## src/verilog/mcam_defines.vh

```
// Offsets, field positions, reset values and channel codes of the config/mask bank
`ifndef MCAM_DEFINES_VH
`define MCAM_DEFINES_VH
`define MCAM_ADDR_CONFIG_SECOND 8'h73
`define MCAM_ADDR_ALERT_MASK_FIRST 8'h74
`define MCAM_ADDR_CONFIG_FIRST 8'h40
`define MCAM_ADDR_CONFIG_FOURTH 8'h7D
`define MCAM_ADDR_TACH1_MIN_HIGH 8'h55
`define MCAM_RST_CONFIG_SECOND 8'h00
`define MCAM_RST_ALERT_MASK_FIRST 8'h00
`define MCAM_LOCK_BIT 1
`define MCAM_BIT_FAN_PRES_EN 0
`define MCAM_BIT_AVG_DIS 4
`define MCAM_BIT_ATTENUATOR_BYPASS_BYP 5
`define MCAM_BIT_SINGLE_SINGLE_CHANNEL_CONVERT 6
`define MCAM_BIT_SHUTDOWN 7
`define MCAM_RW_MASK_CONFIG_SECOND 8'hF1
`define MCAM_CH_2V5 4'h0
`define MCAM_CH_CORE 4'h1
`define MCAM_CH_SUPPLY 4'h2
`define MCAM_CH_5V 4'h3
`define MCAM_CH_12V 4'h4
`define MCAM_CH_REMOTE1 4'h5
`define MCAM_CH_LOCAL 4'h6
`define MCAM_CH_REMOTE2 4'h7
`define MCAM_CH_TERM 4'h8
`define MCAM_CH_CURRENT 4'h9
`define MCAM_AVG_FACTOR 16
`endif

```

## src/verilog/mcam_chan_decode.v

```verilog
// One-hot decode of the single-channel ADC select code
`include "mcam_defines.vh"
module mcam_chan_decode (
   input wire clk_i,
   input wire rst_n_i,
   input wire [3:0] code_i,
   output reg [9:0] onehot_o,
   output reg code_valid_o
);
   // Codes above the current monitor select nothing
   always @(posedge clk_i) begin
      if (!rst_n_i) begin
         onehot_o <= 10'h001;
         code_valid_o <= 1'b1;
      end else begin
         onehot_o <= (code_i <= `MCAM_CH_CURRENT) ? (10'h001 << code_i) : 10'h000;
         code_valid_o <= (code_i <= `MCAM_CH_CURRENT);
      end
   end
endmodule

```

## src/verilog/mcam_alert_gate.v

```verilog
// Masks status flags onto the alert request
module mcam_alert_gate (
   input wire clk_i,
   input wire rst_n_i,
   input wire [7:0] status_first_i,
   input wire [7:0] mask_first_i,
   output reg alert_o
);
   // Flag reaches alert only when its mask bit is clear; bit 7 is the summary flag
   always @(posedge clk_i) begin
      if (!rst_n_i) begin
         alert_o <= 1'b0;
      end else begin
         alert_o <= |(status_first_i & ~mask_first_i);
      end
   end
endmodule

```

## src/verilog/mcam_regs.v

```verilog
// Second configuration register and first alert mask register
`include "mcam_defines.vh"
module mcam_regs (
   input wire clk_i,
   input wire rst_n_i,
   input wire wr_en_i,
   input wire rd_en_i,
   input wire [7:0] addr_i,
   input wire [7:0] wdata_i,
   input wire [7:0] config_first_i,
   input wire [7:0] config_fourth_i,
   input wire [7:0] tach1_min_high_i,
   input wire [2:0] fan_four_wire_i,
   input wire [7:0] status_first_i,
   output reg [7:0] rdata_o,
   output reg rd_hit_o,
   output reg [7:0] monitor_config_second_o,
   output reg [7:0] alert_mask_first_o,
   output reg fan_presence_detect_enable_o,
   output reg averaging_disable_o,
   output reg [3:0] attenuator_bypass_o,
   output reg single_channel_convert_o,
   output reg [9:0] channel_select_o,
   output reg shutdown_o,
   output reg smbalert_o
);
   reg [7:0] monitor_config_second;
   reg [7:0] alert_mask_first;
   reg [2:0] fan_sync_a;
   reg [2:0] fan_sync_b;
   reg [2:0] fan_flags;
   reg [7:0] next_config_second;
   wire locked;
   wire [9:0] decoded;
   wire decoded_ok;
   wire alert_raw;

   // Address match shared by the write decode of both registers
   function addr_is;
      input [7:0] a;
      input [7:0] target;
      begin
         addr_is = (a == target);
      end
   endfunction

   // Lock bit lives in the first configuration register
   assign locked = config_first_i[`MCAM_LOCK_BIT];

   // Fan sense lines arrive from pins, so synchronise first
   always @(posedge clk_i) begin
      if (!rst_n_i) begin
         fan_sync_a <= 3'h0;
         fan_sync_b <= 3'h0;
      end else begin
         fan_sync_a <= fan_four_wire_i;
         fan_sync_b <= fan_sync_a;
      end
   end

   // Flags track sense only while detection is enabled, else read zero
   always @(posedge clk_i) begin
      if (!rst_n_i) begin
         fan_flags <= 3'h0;
      end else if (monitor_config_second[`MCAM_BIT_FAN_PRES_EN]) begin
         fan_flags <= fan_sync_b;
      end else begin
         fan_flags <= 3'h0;
      end
   end

   // Host writes touch only writable bits; flag bits are hardware-owned
   always @* begin
      next_config_second = monitor_config_second;
      if (wr_en_i && addr_is(addr_i, `MCAM_ADDR_CONFIG_SECOND) && !locked) begin
         next_config_second = wdata_i & `MCAM_RW_MASK_CONFIG_SECOND;
      end
      // Clearing the enable blanks the flags at once, no stale cycle
      next_config_second[3:1] = next_config_second[`MCAM_BIT_FAN_PRES_EN] ? fan_flags : 3'h0;
   end

   // Register storage, both clear at power-on
   always @(posedge clk_i) begin
      if (!rst_n_i) begin
         monitor_config_second <= `MCAM_RST_CONFIG_SECOND;
         alert_mask_first <= `MCAM_RST_ALERT_MASK_FIRST;
      end else begin
         monitor_config_second <= next_config_second;
         if (wr_en_i && addr_is(addr_i, `MCAM_ADDR_ALERT_MASK_FIRST)) begin
            alert_mask_first <= wdata_i;
         end
      end
   end

   // Read port: one cycle latency, unmapped addresses read zero
   always @(posedge clk_i) begin
      if (!rst_n_i) begin
         rdata_o <= 8'h00;
         rd_hit_o <= 1'b0;
      end else begin
         rd_hit_o <= 1'b0;
         rdata_o <= 8'h00;
         if (rd_en_i) begin
            case (addr_i)
               `MCAM_ADDR_CONFIG_SECOND: begin
                  rdata_o <= monitor_config_second;
                  rd_hit_o <= 1'b1;
               end
               `MCAM_ADDR_ALERT_MASK_FIRST: begin
                  rdata_o <= alert_mask_first;
                  rd_hit_o <= 1'b1;
               end
               default: begin
                  rdata_o <= 8'h00;
               end
            endcase
         end
      end
   end

   mcam_chan_decode u_decode (
      .clk_i(clk_i),
      .rst_n_i(rst_n_i),
      .code_i(tach1_min_high_i[7:4]),
      .onehot_o(decoded),
      .code_valid_o(decoded_ok)
   );

   // Alert gating; the host must also mask bit 7 to silence summary events
   mcam_alert_gate u_alert (
      .clk_i(clk_i),
      .rst_n_i(rst_n_i),
      .status_first_i(status_first_i),
      .mask_first_i(alert_mask_first),
      .alert_o(alert_raw)
   );

   // Control outputs registered so downstream sees glitch-free levels
   always @(posedge clk_i) begin
      if (!rst_n_i) begin
         monitor_config_second_o <= 8'h00;
         alert_mask_first_o <= 8'h00;
         fan_presence_detect_enable_o <= 1'b0;
         averaging_disable_o <= 1'b0;
         attenuator_bypass_o <= 4'h0;
         single_channel_convert_o <= 1'b0;
         channel_select_o <= 10'h000;
         shutdown_o <= 1'b0;
         smbalert_o <= 1'b0;
      end else begin
         monitor_config_second_o <= monitor_config_second;
         alert_mask_first_o <= alert_mask_first;
         fan_presence_detect_enable_o <= monitor_config_second[`MCAM_BIT_FAN_PRES_EN];
         averaging_disable_o <= monitor_config_second[`MCAM_BIT_AVG_DIS];
         // Global bypass or per-channel bypass from the fourth config register
         attenuator_bypass_o <= {4{monitor_config_second[`MCAM_BIT_ATTENUATOR_BYPASS_BYP]}}
            | config_fourth_i[7:4];
         single_channel_convert_o <= monitor_config_second[`MCAM_BIT_SINGLE_SINGLE_CHANNEL_CONVERT];
         // Select only meaningful while single-channel mode is on
         channel_select_o <= (monitor_config_second[`MCAM_BIT_SINGLE_SINGLE_CHANNEL_CONVERT] && decoded_ok)
            ? decoded : 10'h000;
         shutdown_o <= monitor_config_second[`MCAM_BIT_SHUTDOWN];
         smbalert_o <= alert_raw;
      end
   end
endmodule

```

## config.mk

```make
export PLATFORM = sky130hd
export DESIGN_NAME = mcam_regs
export DESIGN_NICKNAME = d
export VERILOG_FILES = /design/src/verilog/mcam_chan_decode.v /design/src/verilog/mcam_alert_gate.v /design/src/verilog/mcam_regs.v
export VERILOG_INCLUDE_DIRS = /design/src /design/src/verilog
export SDC_FILE = /design/constraint.sdc
export NUM_CORES = 1
export LEC_CHECK = 0
export ABC_CLOCK_PERIOD_IN_PS = 1100
export BUFFER_PORTS_ARGS = -buffer_cell sky130_fd_sc_hd__buf_2
export CAP_MARGIN = 20
export CORE_AREA = 8 8 71 97
export CTS_CLUSTER_SIZE = 14
export DETAILED_ROUTE_END_ITERATION = 10
export DIE_AREA = 0 0 79 105
export PLACE_DENSITY = 0.82
export SYNTH_ARGS = -nofsm -noshare
export SYNTH_HDL_FRONTEND = slang
export SYNTH_SLANG_ARGS = --single-unit
```

## constraint.sdc

```tcl
create_clock -name clk_i -period 1.1 [get_ports clk_i]
set_input_delay 0.11 -clock clk_i [delete_from_list [all_inputs] [get_ports clk_i]]
set_output_delay 0.11 -clock clk_i [all_outputs]
set_load 0.02 [all_outputs]
```

==> flow_metrics.env <==
export IMPL_outcome="finished clean"
export IMPL_drc=0
export IMPL_die_area_mm2=0.00830
export IMPL_vias=1808
export IMPL_cp_startpoint="alert_mask_first[1]$_SDFFE_PN0P_"
export IMPL_die_h_um=105
export IMPL_start_util_pct=45.4
export IMPL_tns_ps=0
export IMPL_cts_sink_count=77
export IMPL_start_kind="flop"
export IMPL_synth_nets=285
export IMPL_post_dp_cell_area_mm2=0.00296
export IMPL_antenna_found_initial=0
export IMPL_critical_path_slowest_cell="o41a_1"
export IMPL_die_w_um=79
export IMPL_path_clk_slew_ps=80
export IMPL_wire_per_inst_um=13.4
export IMPL_p_per_area_mw_per_mm2=1640
export IMPL_fin_skew_ps=6.71
export IMPL_gr_total_overflow=0
export IMPL_fin_nets=382
export IMPL_port_buffers=83
export IMPL_grt_max_degree=18
export IMPL_ant_nets=0
export IMPL_cp_required_ps=1320
export IMPL_finalWorstSetupSlack_ps=35.3
export IMPL_yosysSeqAreaShare_pct=62.4
export IMPL_hp_class="in2reg"
export IMPL_cts_buffers=9
export IMPL_drv_cap=0
export IMPL_final_max_slew_viol_count=0
export IMPL_worst_pin_slew_ps=331
export IMPL_clock_latency_ps=340
export IMPL_yosys_warnings=0
export IMPL_drtIter0Drc=81
export IMPL_endpoint="u_alert.alert_o$_SDFF_PN0_"
export IMPL_crit_family="compound AO/OA/AOI/OAI gates"
export IMPL_path_cells="o22ai_1 -> o41a_1"
export IMPL_syn_avg_cell_area_um2=10.7
export IMPL_worstRegToRegCells=2
export IMPL_reg2reg_from="alert_mask_first[1]$_SDFFE_PN0P_"
export IMPL_crit_type="reg2reg"
export IMPL_critical_path_buf_inv_count=0
export IMPL_synth_cells=230
export IMPL_io_pins=99
export IMPL_setup_viol=0
export IMPL_synth_top_cell_by_area="dfxtp_1"
export IMPL_rows=32
export IMPL_syn_to_final_growth_pct=31.4
export IMPL_rsz0062_at_grt="no"
export IMPL_cts_htree_levels=3
export IMPL_root_buffer="clkbuf_8"
export IMPL_first_pass_iters=4
export IMPL_worst_path_largest_cell_delay_ps=440
export IMPL_peakVddDrop_mv=0.851
export IMPL_cp_max_fo=3
export IMPL_r2r_slack_ps=40
export IMPL_grt_pass1_wl_um=8360
export IMPL_routed_via_density=4.53
export IMPL_place_hpwl_um=4050
export IMPL_core_area_mm2=0.00545
export IMPL_antenna_cells=0
export IMPL_slew_headroom_pct=77.9
export IMPL_cts_buffer_depth=2
export IMPL_leakagePower_nw=1.68
export IMPL_worst_path_stages=2
export IMPL_cp_arrival_ps=1280
export IMPL_track_usage_pct=13.1
export IMPL_cts_resized=0
export IMPL_cts_tree="yes"
export IMPL_yosys_register_bits=77
export IMPL_hold_viol_final=0
export IMPL_drive_above_1_share_pct=33.5
export IMPL_cp_end_kind="flop"
export IMPL_gp_congestion=0.766
export IMPL_r2r_end="u_alert.alert_o$_SDFF_PN0_"
export IMPL_synthesis_area_mm2=0.00247
export IMPL_ys_types=29
export IMPL_synthDominantCellAreaShare_pct=62.4
export IMPL_grt_pass1_vias=1795
export IMPL_max_clock_freq_mhz=939
export IMPL_worstHoldStart="tach1_min_high_i[4]"
export IMPL_period_minus_slack_ps=1060
export IMPL_fin_area_mm2=0.00325
export IMPL_synth_area_leaders="dfxtp_1 (62%), mux2i_1 (6.5%), and2_1 (5.1%)"
export IMPL_finalCritPeriodShare_pct=96.8
export IMPL_pre_cts_ws_ps=-81.6
export IMPL_totalWireLength_um=5350
export IMPL_nFillCells=500
==> synth_stat cells <==
library cell and count:
a22oi_1 8, and2_1 20, and3_1 4, and3b_1 1, and3b_2 1, and4bb_2 1, buf_1 1, buf_2 1
buf_4 4, buf_6 3, clkbuf_1 4, dfxtp_1 77, inv_1 21, mux2i_1 16, nand2_1 28, nand2b_1 2
nand3_1 3, nand3b_1 1, nand4_2 1, nand4bb_4 1, nor2_1 17, nor3_1 2, nor3b_4 1, nor4_1 1
o211ai_1 1, o21a_1 4, o22ai_1 4, o41a_1 1, o41ai_1 1
==> through the flow <==
step | power, mW | instances | hold WS (ps) | util, %
finish | 5.32 | 399 | 14.0 | 59.7
global route | 5.51 | 399 | 7.86 | 59.7
CTS | 5.35 | 399 | 0.168 | 59.7
detailed placement | 3.12 | 376 | 310 | 54.3
global placement | 3.11 | 376 | 306 | 54.3
floorplan | 3.00 | 230 | 186 | -
==> sequential cells by signal, indices dropped and copies added, names as in the netlist <==
name / count
monitor_config_second_o: 7
u_alert.alert_o: 1
fan_sync_b: 3
smbalert_o: 1
attenuator_bypass_o: 4
u_decode.onehot_o: 10
alert_mask_first_o: 8
u_decode.code_valid_o: 1
rdata_o: 8
fan_flags: 3
rd_hit_o: 1
monitor_config_second: 8
fan_sync_a: 3
alert_mask_first: 8
shutdown_o: 1
channel_select_o: 10
==> cells in the final DEF (no fill, tap or decap), types with 2 or more instances in the layout <==
master / n
o21a_1: 4
clkinv_2: 2
a22oi_1: 8
clkbuf_8: 9
buf_2: 83
nand3_1: 3
mux2i_1: 16
nand2_1: 28
buf_4: 7
and2_1: 20
nand2b_1: 2
dfxtp_1: 77
inv_1: 21
nor3_1: 2
o22ai_1: 4
dlygate4sd3_1: 8
nor2_1: 17
and3_1: 4
bufinv_16: 2
==> power by group <==
part           switching, mW  leakage [nW]  internal [mW]
Clock                  0.971         0.109           1.27
Combinational          0.123         0.945          0.130
Sequential           0.00635         0.624           2.82
==> per-layer routing <==
layer  vias up  global-route usage (%)  part of all wire [%]
li1        936                       -                     -
met1       817                    12.2                    38
met2        48                    23.6                    54
met3         7                    5.15                   6.3
met4         0                    6.38                   2.0
met5         -                       0                     0
==> worst min path at each step <==
stage	end	cells past startpoint	slack, ps
finish	u_decode.onehot_o[4]$_SDFF_PP0_	2	10
CTS	u_decode.onehot_o[4]$_SDFF_PP0_	2	0.2
detailed placement	attenuator_bypass_o[3]$_SDFF_PN0_	2	310
global route	u_decode.onehot_o[8]$_SDFF_PN0_	2	8
floorplan	u_decode.onehot_o[8]$_SDFF_PN0_	1	190
global placement	attenuator_bypass_o[3]$_SDFF_PN0_	2	310
==> cells by family (layout without fill, tap and decap cells) <==
| kind of cell | after synthesis | count (layout) | synth area share (%) |
|---|---|---|---|
| multiplexers | 16 | 16 | 6.48 |
| buffers and inverters | 34 | 135 | 6.73 |
| AO/OA/AOI/OAI | 19 | 19 | 5.77 |
| AND/OR/NAND/NOR | 84 | 84 | 18.6 |
| flip-flops | 77 | 77 | 62.4 |
==> timing repair <==
| item | CTS | global route |
|---|---|---|
| hold buffers | 8 | 0 |
| setup buffers | 0 | 0 |
| endpoints found under the hold margin | 8 | 0 |
==> cell type report <==
type / count / area (um^2) / area share (%)
flip-flops and latches: 77 / 1540 / 47.5
multi-input cells: 119 / 763 / 23.5
repair buffers: 99 / 568 / 17.5
clock buffers: 9 / 124 / 3.81
clock inverters: 6 / 87.6 / 2.70
well taps: 68 / 85.1 / 2.62
inverters: 21 / 78.8 / 2.43
Note: power is estimated with default switching activity, not from simulation.
